## config.mk

```make
export PLATFORM = sky130hd
export DESIGN_NAME = pie_irq_ctrl
export DESIGN_NICKNAME = d
export VERILOG_FILES = /design/src/pie_sync.v /design/src/pie_edge_det.v /design/src/pie_irq_ctrl.v
export VERILOG_INCLUDE_DIRS = /design/src
export SDC_FILE = /design/constraint.sdc
export NUM_CORES = 1
export LEC_CHECK = 0
export ABC_AREA = 1
export BUFFER_PORTS_ARGS = -buffer_cell sky130_fd_sc_hd__clkbuf_2
export CAP_MARGIN = 20
export CORE_AREA = 3 3 63 65
export CTS_CLUSTER_SIZE = 16
export DETAILED_ROUTE_END_ITERATION = 6
export DIE_AREA = 0 0 66 68
export HOLD_SLACK_MARGIN = 0.05
export PLACE_DENSITY = 0.76
export SETUP_SLACK_MARGIN = 0.5
export SLEW_MARGIN = 0
export SYNTH_ARGS = -nofsm -noshare
export SYNTH_HDL_FRONTEND = slang
export SYNTH_SLANG_ARGS = --single-unit
```

## constraint.sdc

```tcl
create_clock -name clk -period 1.64 [get_ports clk]
set_input_delay 0.41 -clock clk [delete_from_list [all_inputs] [get_ports clk]]
set_output_delay 0.41 -clock clk [all_outputs]
set_load 0.01 [all_outputs]
```

## src/pie_consts.vh

```
`ifndef PIE_CONSTS_VH
`define PIE_CONSTS_VH
// ****************************************************************
// Register map
// ****************************************************************
`define PIE_ADDR_W 2
`define PIE_OFS_EDGE 2'h0
`define PIE_OFS_CTL0 2'h1
`define PIE_OFS_CTL1 2'h2
`define PIE_OFS_MASK 2'h3
`define PIE_RST_EDGE 8'h00
`define PIE_RST_CTL0 8'h00
`define PIE_RST_CTL1 8'h00
`define PIE_RST_MASK 8'h00
`define PIE_EDGE_IMPL 8'h0F
`define PIE_CTL0_IMPL 8'h7F
// ****************************************************************
// Field positions
// ****************************************************************
`define PIE_B_EDGE_HI 3
`define PIE_B_EDGE_LO 2
`define PIE_A_EDGE_HI 1
`define PIE_A_EDGE_LO 0
`define PIE_SER_F 6
`define PIE_PINB_F 5
`define PIE_PINA_F 4
`define PIE_SER_E 3
`define PIE_PINB_E 2
`define PIE_PINA_E 1
`define PIE_EMI 0
`define PIE_TB_F 7
`define PIE_TK2_F 6
`define PIE_TK1_F 5
`define PIE_TK0_F 4
`define PIE_TB_E 3
`define PIE_TK2_E 2
`define PIE_TK1_E 1
`define PIE_TK0_E 0
// Edge select encodings.
`define PIE_EDGE_OFF 2'h0
`define PIE_EDGE_RISE 2'h1
`define PIE_EDGE_FALL 2'h2
`define PIE_EDGE_BOTH 2'h3
`endif

```

## src/pie_sync.v

```verilog
`default_nettype none
// ****************************************************************
// Two-stage synchroniser for one pin
// ****************************************************************
module pie_sync (
  input wire clk,
  input wire reset,
  input wire pin_in,
  output reg pin_sync
);
  reg meta_reg;

  // First stage feeds only the second stage.
  always @(posedge clk or posedge reset) begin
    if (reset) begin
      meta_reg <= 1'b0;
      pin_sync <= 1'b0;
    end else begin
      meta_reg <= pin_in;
      pin_sync <= meta_reg;
    end
  end
endmodule // pie_sync
`default_nettype wire

```

## src/pie_edge_det.v

```verilog
`default_nettype none
`include "pie_consts.vh"
// ****************************************************************
// Selectable edge detector for one synchronised pin
// ****************************************************************
module pie_edge_det (
  input wire clk,
  input wire reset,
  input wire pin_sync,
  input wire [1:0] edge_sel,
  output wire hit
);
  reg prev_reg;
  wire rise;
  wire fall;

  // Previous level resets low, matching the idle pin, so a quiet pin
  // shows no edge after reset; a pin already high shows one rise.
  always @(posedge clk or posedge reset) begin
    if (reset) begin
      prev_reg <= 1'b0;
    end else begin
      prev_reg <= pin_sync;
    end
  end

  assign rise = pin_sync & ~prev_reg;
  assign fall = ~pin_sync & prev_reg;
  // Encoding decode shared by both pins.
  assign hit = ((edge_sel == `PIE_EDGE_RISE) & rise) |
               ((edge_sel == `PIE_EDGE_FALL) & fall) |
               ((edge_sel == `PIE_EDGE_BOTH) & (rise | fall));
endmodule // pie_edge_det
`default_nettype wire

```

## src/pie_irq_ctrl.v

```verilog
// Implementation choices: the register addresses and the address-and-strobe port.
`default_nettype none
`include "pie_consts.vh"
// ****************************************************************
// Primary interrupt control: edge select, flags, enables
// ****************************************************************
module pie_irq_ctrl (
  input wire clk,
  input wire reset,
  input wire [1:0] addr,
  input wire [7:0] wr_data,
  input wire wr_stb,
  input wire rd_stb,
  output reg [7:0] rd_data,
  input wire ext_irq_pin_a,
  input wire ext_irq_pin_b,
  input wire serial_module_evt,
  input wire time_base_a_evt,
  input wire [2:0] touch_unit_evt,
  output reg cpu_irq_req,
  output reg irq_out
);
  reg [7:0] edge_reg;
  reg [7:0] ctl0_reg;
  reg [7:0] ctl1_reg;
  reg [7:0] mask_reg;
  reg [7:0] ctl0_next;
  reg [7:0] ctl1_next;
  reg [7:0] rd_next;
  wire pin_a_sync;
  wire pin_b_sync;
  wire pin_a_hit;
  wire pin_b_hit;
  wire wr_edge;
  wire wr_ctl0;
  wire wr_ctl1;
  wire wr_mask;
  wire [7:0] status;
  wire any_req;

  // ****************************************************************
  // Pin synchronisers and edge detectors
  // ****************************************************************
  pie_sync u_sync_a (
    .clk(clk),
    .reset(reset),
    .pin_in(ext_irq_pin_a),
    .pin_sync(pin_a_sync)
  );

  pie_sync u_sync_b (
    .clk(clk),
    .reset(reset),
    .pin_in(ext_irq_pin_b),
    .pin_sync(pin_b_sync)
  );

  // Pin A uses bits 1:0 of the edge register.
  pie_edge_det u_edge_a (
    .clk(clk),
    .reset(reset),
    .pin_sync(pin_a_sync),
    .edge_sel(edge_reg[`PIE_A_EDGE_HI:`PIE_A_EDGE_LO]),
    .hit(pin_a_hit)
  );

  // Pin B uses bits 3:2 of the edge register.
  pie_edge_det u_edge_b (
    .clk(clk),
    .reset(reset),
    .pin_sync(pin_b_sync),
    .edge_sel(edge_reg[`PIE_B_EDGE_HI:`PIE_B_EDGE_LO]),
    .hit(pin_b_hit)
  );

  // ****************************************************************
  // Address decode
  // ****************************************************************
  assign wr_edge = wr_stb & (addr == `PIE_OFS_EDGE);
  assign wr_ctl0 = wr_stb & (addr == `PIE_OFS_CTL0);
  assign wr_ctl1 = wr_stb & (addr == `PIE_OFS_CTL1);
  assign wr_mask = wr_stb & (addr == `PIE_OFS_MASK);

  // Only the four edge bits store; the upper bits stay zero.
  always @(posedge clk or posedge reset) begin
    if (reset) begin
      edge_reg <= `PIE_RST_EDGE;
    end else if (wr_edge) begin
      edge_reg <= wr_data & `PIE_EDGE_IMPL;
    end
  end

  // ****************************************************************
  // First control register
  // ****************************************************************
  // Software writes bits 6:0, so a written 0 clears a flag; a
  // hardware event in the same cycle still sets it, so no event is lost.
  always @* begin
    ctl0_next = ctl0_reg;
    if (wr_ctl0) begin
      ctl0_next = wr_data & `PIE_CTL0_IMPL;
    end
    if (serial_module_evt) begin
      ctl0_next[`PIE_SER_F] = 1'b1;
    end
    if (pin_b_hit) begin
      ctl0_next[`PIE_PINB_F] = 1'b1;
    end
    if (pin_a_hit) begin
      ctl0_next[`PIE_PINA_F] = 1'b1;
    end
  end

  always @(posedge clk or posedge reset) begin
    if (reset) begin
      ctl0_reg <= `PIE_RST_CTL0;
    end else begin
      ctl0_reg <= ctl0_next;
    end
  end

  // ****************************************************************
  // Second control register
  // ****************************************************************
  // Same set-wins-over-clear policy as the first register.
  always @* begin
    ctl1_next = ctl1_reg;
    if (wr_ctl1) begin
      ctl1_next = wr_data;
    end
    if (time_base_a_evt) begin
      ctl1_next[`PIE_TB_F] = 1'b1;
    end
    if (touch_unit_evt[2]) begin
      ctl1_next[`PIE_TK2_F] = 1'b1;
    end
    if (touch_unit_evt[1]) begin
      ctl1_next[`PIE_TK1_F] = 1'b1;
    end
    if (touch_unit_evt[0]) begin
      ctl1_next[`PIE_TK0_F] = 1'b1;
    end
  end

  always @(posedge clk or posedge reset) begin
    if (reset) begin
      ctl1_reg <= `PIE_RST_CTL1;
    end else begin
      ctl1_reg <= ctl1_next;
    end
  end

  // Mask register gating the summary interrupt line.
  always @(posedge clk or posedge reset) begin
    if (reset) begin
      mask_reg <= `PIE_RST_MASK;
    end else if (wr_mask) begin
      mask_reg <= wr_data;
    end
  end

  // ****************************************************************
  // Request to the core and summary interrupt
  // ****************************************************************
  // Each flag pairs with its own enable; the master enable gates the core request only.
  assign any_req =
    (ctl0_reg[`PIE_SER_F] & ctl0_reg[`PIE_SER_E]) |
    (ctl0_reg[`PIE_PINB_F] & ctl0_reg[`PIE_PINB_E]) |
    (ctl0_reg[`PIE_PINA_F] & ctl0_reg[`PIE_PINA_E]) |
    (ctl1_reg[`PIE_TB_F] & ctl1_reg[`PIE_TB_E]) |
    (ctl1_reg[`PIE_TK2_F] & ctl1_reg[`PIE_TK2_E]) |
    (ctl1_reg[`PIE_TK1_F] & ctl1_reg[`PIE_TK1_E]) |
    (ctl1_reg[`PIE_TK0_F] & ctl1_reg[`PIE_TK0_E]);

  // Status view: the seven hardware flags packed into one byte.
  assign status = {1'b0, ctl1_reg[`PIE_TB_F], ctl1_reg[`PIE_TK2_F],
                   ctl1_reg[`PIE_TK1_F], ctl1_reg[`PIE_TK0_F],
                   ctl0_reg[`PIE_SER_F], ctl0_reg[`PIE_PINB_F],
                   ctl0_reg[`PIE_PINA_F]};

  // Outputs are registered, so they lag the flags by one cycle.
  always @(posedge clk or posedge reset) begin
    if (reset) begin
      cpu_irq_req <= 1'b0;
      irq_out <= 1'b0;
    end else begin
      cpu_irq_req <= any_req & ctl0_reg[`PIE_EMI];
      irq_out <= |(status & mask_reg);
    end
  end

  // ****************************************************************
  // Read path
  // ****************************************************************
  always @* begin
    if (addr == `PIE_OFS_EDGE) begin
      rd_next = edge_reg;
    end else if (addr == `PIE_OFS_CTL0) begin
      rd_next = ctl0_reg;
    end else if (addr == `PIE_OFS_CTL1) begin
      rd_next = ctl1_reg;
    end else begin
      rd_next = mask_reg;
    end
  end

  // Read data valid only in the cycle after the strobe, zero otherwise.
  always @(posedge clk or posedge reset) begin
    if (reset) begin
      rd_data <= 8'h00;
    end else if (rd_stb) begin
      rd_data <= rd_next;
    end else begin
      rd_data <= 8'h00;
    end
  end
endmodule // pie_irq_ctrl
`default_nettype wire

```

---- Word-level counts from Yosys, hierarchy flattened ----
Index checks and enable logic that the tools add are counted.
word-level totals
  register bits ........................... 43
  bits of input ports ..................... 21
  output and inout port bits .............. 10
  logic and storage cells ................. 90
cells by class
  equal/unequal tests ..................... 9
  mux-type cells .......................... 13
  bitwise operators ....................... 39
  reductions and logical operators ........ 9
operators by type and width
  cell                count
  $mux 8              5
  $and 1x1->1         22
  $reduce_bool 2->1   7
  $eq 2x2->1 const B  6
  $or 1x1->1          12
  $and 7x8->8         1
  $reduce_or 8->1     1
  $mux 1              7
  $mux 7              1
  $eq 2x1->1 const B  3
  $not 1->1           4
  $logic_not 2->1     1

---- Depth between registers and ports, before layout ----
Gate-level depths: netlist of run 1.
  depth in word-level cells ............... 8
  gate-level depth with buffers ........... 8
  depth with buffers taken out ............ 7

---- Cells and area by module ----
From an unflattened synthesis of run 1, not the netlist that was laid out.
unflattened totals
  cells, all modules ...................... 223
  area total of the unflattened synthesis .. 1945.6 µm²
modules (own cells, without submodules)
  module        times used  cells each  area an instance (µm²)  sequential area each (µm²)
  pie_irq_ctrl  1           191         1652.8                  925.9
  pie_edge_det  2           13          92.6                    25.0
  pie_sync      2           3           53.8                    50.0

---- Worst setup path before layout of run 1 ----
Ideal clock, no wire load.
  path kind ............................... in2reg
  start point ............................. input port addr[1]
  end point ............................... register ctl0_reg[5]
  setup time .............................. 0.131 ns
  arrival time ............................ 1.060 ns
  required time ........................... 1.509 ns
  setup slack ............................. 0.449 ns
  stages .................................. 8
  path buffers ............................ 2
  path through ............................ buf_6 inv_4 nand2_4 inv_2 nand2_1 buf_4 nand2_1 o211ai_1
on the way
  cells in the longest elaborated chain, start to end .. 3
RTL lines
  what                                line                text
  start, declared                     pie_irq_ctrl.v:10   input wire [1:0] addr,
  $eq 2x1->1 (no source line)         -
  $and 1x1->1                         pie_irq_ctrl.v:80   assign wr_ctl0 = wr_stb & (addr == `PIE_OFS_CTL0);
  $reduce_bool 2->1 (no source line)  -
  end signal, assigned                pie_irq_ctrl.v:116  ctl0_reg <= `PIE_RST_CTL0;
  end signal, assigned                pie_irq_ctrl.v:118  ctl0_reg <= ctl0_next;
  end, declared                       pie_irq_ctrl.v:24   reg [7:0] ctl0_reg;
No other way between the ends.
A chain may end at the register's enable or synchronous reset.

---- Worst setup path in the final report of run 1 ----
  start point ............................. register rd_data[6]
  end point ............................... output port rd_data[6]
RTL lines
  what                    line                text
  start, declared         pie_irq_ctrl.v:14   output reg [7:0] rd_data,
  start signal, assigned  pie_irq_ctrl.v:212  rd_data <= rd_next;
No word-level cell between the ends.

==> results of run 1 <==
## synth_stat cells
cell and number:
inv_4 1, o211ai_1 1, ha_1 4, or2_2 1, buf_6 3, nand3_1 13, nand2_4 3, dfrtp_1 43
o22ai_1 2, a21oi_1 13, nand2_2 1, o21ai_1 2, nand4_1 2, nand2_1 63, inv_2 3, inv_1 18
o21ai_0 30, buf_4 1, o21a_1 1, nor2_1 6
## logic make-up after synthesis
logic type	after synthesis	synth area share, %
buffers and inverters	26	6.69
AO/OA/AOI/OAI	49	13.4
flip-flops	43	57.0
adder cells (fa/ha/maj)	4	2.65
AND/OR/NAND/NOR	89	20.3
## final cells by class
type | instances | share of cell area (%)
sequential | 43 | 49.1
inverter | 22 | 4.51
timing repair buffer | 33 | 8.57
tap | 46 | 2.63
clock buffer | 6 | 2.34
clock inverter | 1 | 0.228
multi-input combinational | 142 | 32.6
## worst min-delay path by stage
stage / start / endpoint / depth (start not counted)
floorplan: u_sync_a.meta_reg$_DFF_PP0_ / u_sync_a.pin_sync$_DFF_PP0_ / 0
global placement: u_sync_b.meta_reg$_DFF_PP0_ / u_sync_b.pin_sync$_DFF_PP0_ / 0
detailed placement: u_sync_a.meta_reg$_DFF_PP0_ / u_sync_a.pin_sync$_DFF_PP0_ / 0
CTS: reset / rd_data[3]$_DFF_PP0_ / 2
global route: reset / ctl0_reg[3]$_DFFE_PP0N_ / 2
finish: reset / ctl0_reg[4]$_DFFE_PP0P_ / 2
## metal layers
metal  track usage, %  routed length (µm)  vias up  share of wire, %
li1                 -                   -      759                 -
met1             27.6                1770      709                44
met2             30.2                1880       64                47
met3             5.75                 285        8               7.1
met4             8.12                  68        0               1.7
met5                0                   0        -                 0
## power breakdown
| group | leakage, µW | switching (µW) | internal [µW] |
|---|---|---|---|
| Sequential | 0.000514 | 115 | 1190 |
| Combinational | 0.000585 | 223 | 160 |
| Clock | 0.0000341 | 324 | 199 |
## metrics by stage
| step | setup WS (ns) | cell area (µm²) |
|---|---|---|
| 3_5_place_dp | 0.182 | 2100 |
| 3_3_place_gp | 0.246 | 2100 |
| 2_1_floorplan | 0.506 | 1920 |
| 6_report | 0.390 | 2190 |
| 5_1_grt | 0.333 | 2190 |
| 4_1_cts | 0.376 | 2170 |
## timing repair
action | CTS | global route
gates resized for setup | 0 | 9
endpoints found under the setup margin | 11 | 15
setup buffers | 1 | 0
pin swaps | 0 | 2
==> results.py, run 1 <==
metrics = {
    "run_status": {
        "status": "finished clean",
    },
    "cells_and_area": {
        "area_delta_synth_final_pct": 16.0,
        "final_cells": 293,
        "fill_cells": 298,
        "drive_gt1_share_pct": 21.9,
        "final_common_cell": "nand2_1",
        "n_antenna_cell": 0,
        "seqCellArea_mm2": 0.00108,
        "finish.utilization_pct": 64.6,
        "fin_nets": 272,
        "multi_input_area_um2": 714,
        "final_cell_mix": "nand2_1 (62), dfrtp_1 (43), clkbuf_2 (29)",
    },
    "worst_setup_path": {
        "start_kind": "register",
        "crit_type": "reg2out",
        "max_stage_delay_ns": 0.38,
        "startpoint": "rd_data[6]$_DFF_PP0_",
        "critical_path.top_delay_family": "flip-flops",
        "slowest_stage": "dfrtp_1",
        "r2r-end": "ctl0_reg[5]$_DFFE_PP0P_",
        "cp_max_fo": 1,
        "critPathRequiredTime_ns": 1.23,
        "crit_end": "rd_data[6]",
        "worstPathCellList": "clkbuf_2",
        "worstSetupEndpointType": "output port",
        "cp.arrival_ns": 0.84,
        "ff2ff_path_depth": 5,
        "worst-r2r-setup-slack_ns": 0.56,
        "worst-path-stages": 1,
        "critical_path_buf_inv_count": 1,
        "rr_startpoint": "u_sync_b.pin_sync$_DFF_PP0_",
    },
    "grt": {
        "grt_pass1_wl_um": 6650,
        "grt_overflow": 0,
        "track_usage_pct": 20.1,
        "antenna_found_initial": 0,
        "first_global_vias": 1383,
        "grt_start_max_net_pins": 25,
    },
    "sta": {
        "finalCritPeriodShare_pct": 76.2,
        "worstMarginPinSlew_ns": 0.445,
        "fin_skew_ns": 0.00588,
        "max_freq_ghz": 0.800,
        "finalSetupViolCount": 0,
        "fin_tns_setup_ns": 0,
        "slew_headroom_pct": 70.3,
        "period_needed_ns": 1.25,
        "hold_viol_final": 0,
        "rsz0062_at_grt": "true",
        "maxSlewViolCount": 0,
        "hold-worst-slack_ns": 0.0432,
    },
    "synth": {
        "synth_nets": 236,
        "synth_warnings": 0,
        "yosysTopAreaCellShare_pct": 57.0,
        "syn_area_mm2": 0.00189,
        "synth_cells": 211,
        "synth_area_per_cell_um2": 8.95,
        "synth_top_area_cell": "dfrtp_1",
        "ys_types": 20,
        "synth_seq_area_share_pct": 57.0,
        "synth_area_leaders": "dfrtp_1 (57%), nand2_1 (13%), o21ai_0 (8.0%), inv_1 (3.6%), a21oi_1 (3.4%)",
        "synth_seq_cells": 43,
    },
    "floorplanning": {
        "dieArea_mm2": 0.00449,
        "pin_count": 31,
        "die_w_um": 66,
        "rows": 21,
        "start_util_pct": 55.7,
        "fp.dieH_um": 68,
        "core_mm2": 0.00339,
    },
    "route": {
        "vias": 1540,
        "wl_per_cell_um": 13.7,
        "drc": 0,
        "first_pass_iters": 5,
        "ant_nets": 0,
        "routed_wl_um": 4000,
        "first_iter_violations": 83,
        "via_per_inst": 5.26,
    },
    "place": {
        "gp_congestion": 1.00,
        "port_buffers": 30,
        "place_inst": 285,
        "dp_hpwl_um": 3070,
    },
    "pwr": {
        "finalPower_uw": 2210,
        "vdd_ir_drop_max_v": 0.000563,
        "power.density_mw_per_mm2": 1010,
        "power.leakage_uw": 0.00113,
    },
    "hold_path": {
        "min_path_type": "in2async",
    },
    "cts": {
        "root_buffer": "clkbuf_4",
        "cts_tree": "yes",
        "cts.sinks": 43,
        "htree_levels": 2,
        "numCtsBuffers": 5,
        "clkTransAtPathRegs_ns": 0.12,
        "clockBufferDepth": 2,
        "ctsHoldBuffers": 0,
        "clock_latency_ns": 0.35,
    },
    "job": {
        "drv_cap": 0,
    },
}
Note: power is estimated with default switching activity, not from simulation.
==> run 2: changes to the inputs <==
CORE_AREA = 3 3 66 68   (was 3 3 63 65)
DIE_AREA = 0 0 69 71   (was 0 0 66 68)
PLACE_DENSITY = 0.73   (was 0.76)
clock period = 1.1 ns   (was 1.64 ns; I/O delays follow)
==> run 2 against run 1 <==
Against the previous run: the run now ends with hold timing left; sequential power grew 55%; core utilization grew 13 points; hold slack lost 0.048 ns; flip-flop and latch count is the same; die area grew 9.2%; combinational power grew to 2.8 times the previous value; clock-buffer cell count shrank 1; global-route usage grew 2.1 points; setup slack lost 0.38 ns; critical path depth grew 3; routed wire length grew 55%.
==> results.py, run 2 (synthesis results as in run 1) <==
metrics = {
    "route": {
        "vias": 1843,
        "routed_wl_um": 6190,
        "wl_per_cell_um": 18.8,
        "ant_nets": 0,
        "first_iter_violations": 158,
        "via_per_inst": 5.58,
        "first_pass_iters": 4,
        "drc": 0,
    },
    "floorplanning": {
        "die_w_um": 69,
        "start_util_pct": 48.2,
        "core_mm2": 0.00391,
        "rows": 23,
        "fp.dieH_um": 71,
        "pin_count": 31,
        "dieArea_mm2": 0.00490,
    },
    "cells_and_area": {
        "final_cell_mix": "dfrtp_1 (37), nand2_1 (34), o21ai_2 (19)",
        "fin_nets": 304,
        "area_delta_synth_final_pct": 61.0,
        "fill_cells": 235,
        "final_common_cell": "dfrtp_1",
        "n_antenna_cell": 0,
        "drive_gt1_share_pct": 56.4,
    },
    "run_status": {
        "violations": "hold timing",
        "status": "complete, but fails checks",
    },
    "sta": {
        "max_freq_ghz": 0.918,
        "hold-worst-slack_ns": -0.00507,
        "maxSlewViolCount": 0,
        "hold_viol_final": 5,
        "finalSetupViolCount": 0,
        "slew_headroom_pct": 81.6,
        "rsz0062_at_grt": "true",
        "worstMarginPinSlew_ns": 0.276,
        "fin_skew_ns": 0.00828,
        "fin_tns_setup_ns": 0,
        "finalCritPeriodShare_pct": 99.0,
        "period_needed_ns": 1.09,
    },
    "worst_setup_path": {
        "start_kind": "register",
        "critical_path.top_delay_family": "flip-flops",
        "worstPathCellList": "inv_1, ha_1, a21oi_1, o21ai_1",
        "cp_max_fo": 3,
        "startpoint": "u_sync_a.pin_sync$_DFF_PP0_",
        "slowest_stage": "dfrtp_1",
        "critical_path_buf_inv_count": 1,
        "max_stage_delay_ns": 0.37,
        "cp.arrival_ns": 1.26,
        "critPathRequiredTime_ns": 1.27,
        "worstSetupEndpointType": "register",
        "rr_startpoint": "u_sync_a.pin_sync$_DFF_PP0_",
        "crit_type": "reg2reg",
    },
    "cts": {
        "htree_levels": 2,
        "numCtsBuffers": 5,
        "clock_latency_ns": 0.30,
        "cts_tree": "yes",
        "clockBufferDepth": 2,
        "clkTransAtPathRegs_ns": 0.08,
        "root_buffer": "clkbuf_8",
        "cts.sinks": 43,
    },
    "pwr": {
        "power.share.clock_pct": 24.4,
        "power.leakage_uw": 0.00145,
        "vdd_ir_drop_max_v": 0.000990,
        "combPwrFrac_pct": 26.3,
        "power.density_mw_per_mm2": 1350,
        "p_int_uw": 2730,
        "finalPower_uw": 4100,
        "pwr-share-seq_pct": 49.3,
        "switching_share_pct": 33.3,
        "p_sw_uw": 1360,
    },
    "grt": {
        "first_global_vias": 1770,
        "track_usage_pct": 22.2,
        "grt_pass1_wl_um": 8380,
        "grt_overflow": 0,
        "grt_start_max_net_pins": 44,
        "antenna_found_initial": 0,
    },
    "place": {
        "dp_hpwl_um": 3260,
        "port_buffers": 30,
        "gp_congestion": 0.888,
    },
    "hold_path": {
        "min_path_type": "in2async",
    },
    "job": {
        "drv_cap": 0,
    },
}
==> run 2: cell count changes in the layout (fill, tap and decap cells not counted), sizes merged <==
cell and change:
nand2 +1, buf +40, clkbuf -10, inv -2
clkinvlp +2, clkinv +2
==> run 2: timing repair <==
item                       4_1_cts  5_1_grt
setup endpoints to repair       47       47
pin swaps                       31       22
hold endpoints to repair        43       43
setup buffers                    3       11
resized for setup               78       82
cloned                           2        0
==> run 2: cell type report <==
type | instances | area (µm²) | share of cell area [%]
sequential | 43 | 1080 | 35.6
multi-input combinational | 143 | 1070 | 35.1
timing repair buffer | 64 | 603 | 19.8
inverter | 22 | 135 | 4.44
clock buffer | 5 | 68.8 | 2.26
tap | 50 | 62.6 | 2.06
clock inverter | 3 | 20.0 | 0.658
==> run 2: per-layer routing <==
layer	wire length [µm]	vias to the layer above	GRT usage (%)
li1	-	830	-
met1	2380	898	27.1
met2	3140	86	37.6
met3	410	29	4.83
met4	270	0	10.8
met5	0	-	0
==> run 2: worst reg2reg max path: cells and delay by family, from the launching register on <==
kind / cells / cell delay, ns
flops: 1 / 0.37
compound gates: 2 / 0.36
fa+ha+maj: 1 / 0.18
buf+inv: 1 / 0.05
==> run 2: through the flow <==
step	setup slack, ns	std cells	util [%]	instance area (µm²)	hold WS, ns
floorplan	0.111	211	-	1960	0.273
global placement	-0.154	306	58.8	2300	0.328
detailed placement	-0.178	306	58.8	2300	0.332
CTS	0.0198	319	68.8	2690	0.00404
global route	-0.109	330	77.7	3040	0.0100
finish	0.0110	330	77.7	3040	-0.00507
==> run 2: final timing paths <==
kind,cells after the start,to,slack (ns)
min in group clk,1,u_sync_a.meta_reg$_DFF_PP0_,0.08
max,4,ctl0_reg[4]$_DFFE_PP0P_,0.01
max in group asynchronous,3,ctl1_reg[7]$_DFFE_PP0P_,0.88
max reg2reg,4,ctl0_reg[4]$_DFFE_PP0P_,0.01
min reg2reg,0,u_sync_a.pin_sync$_DFF_PP0_,0.36
min,3,u_sync_a.pin_sync$_DFF_PP0_,-0.005
==> run 2: power groups by stage <==
stage / Combinational, µW / Clock [µW] / Sequential, µW
after detailed placement: 648 / 0 / 1970
after floorplan: 391 / 0 / 1930
after global routing: 1160 / 1090 / 2030
after global placement: 627 / 0 / 1960
after CTS: 793 / 1010 / 1950
final: 1080 / 1000 / 2020
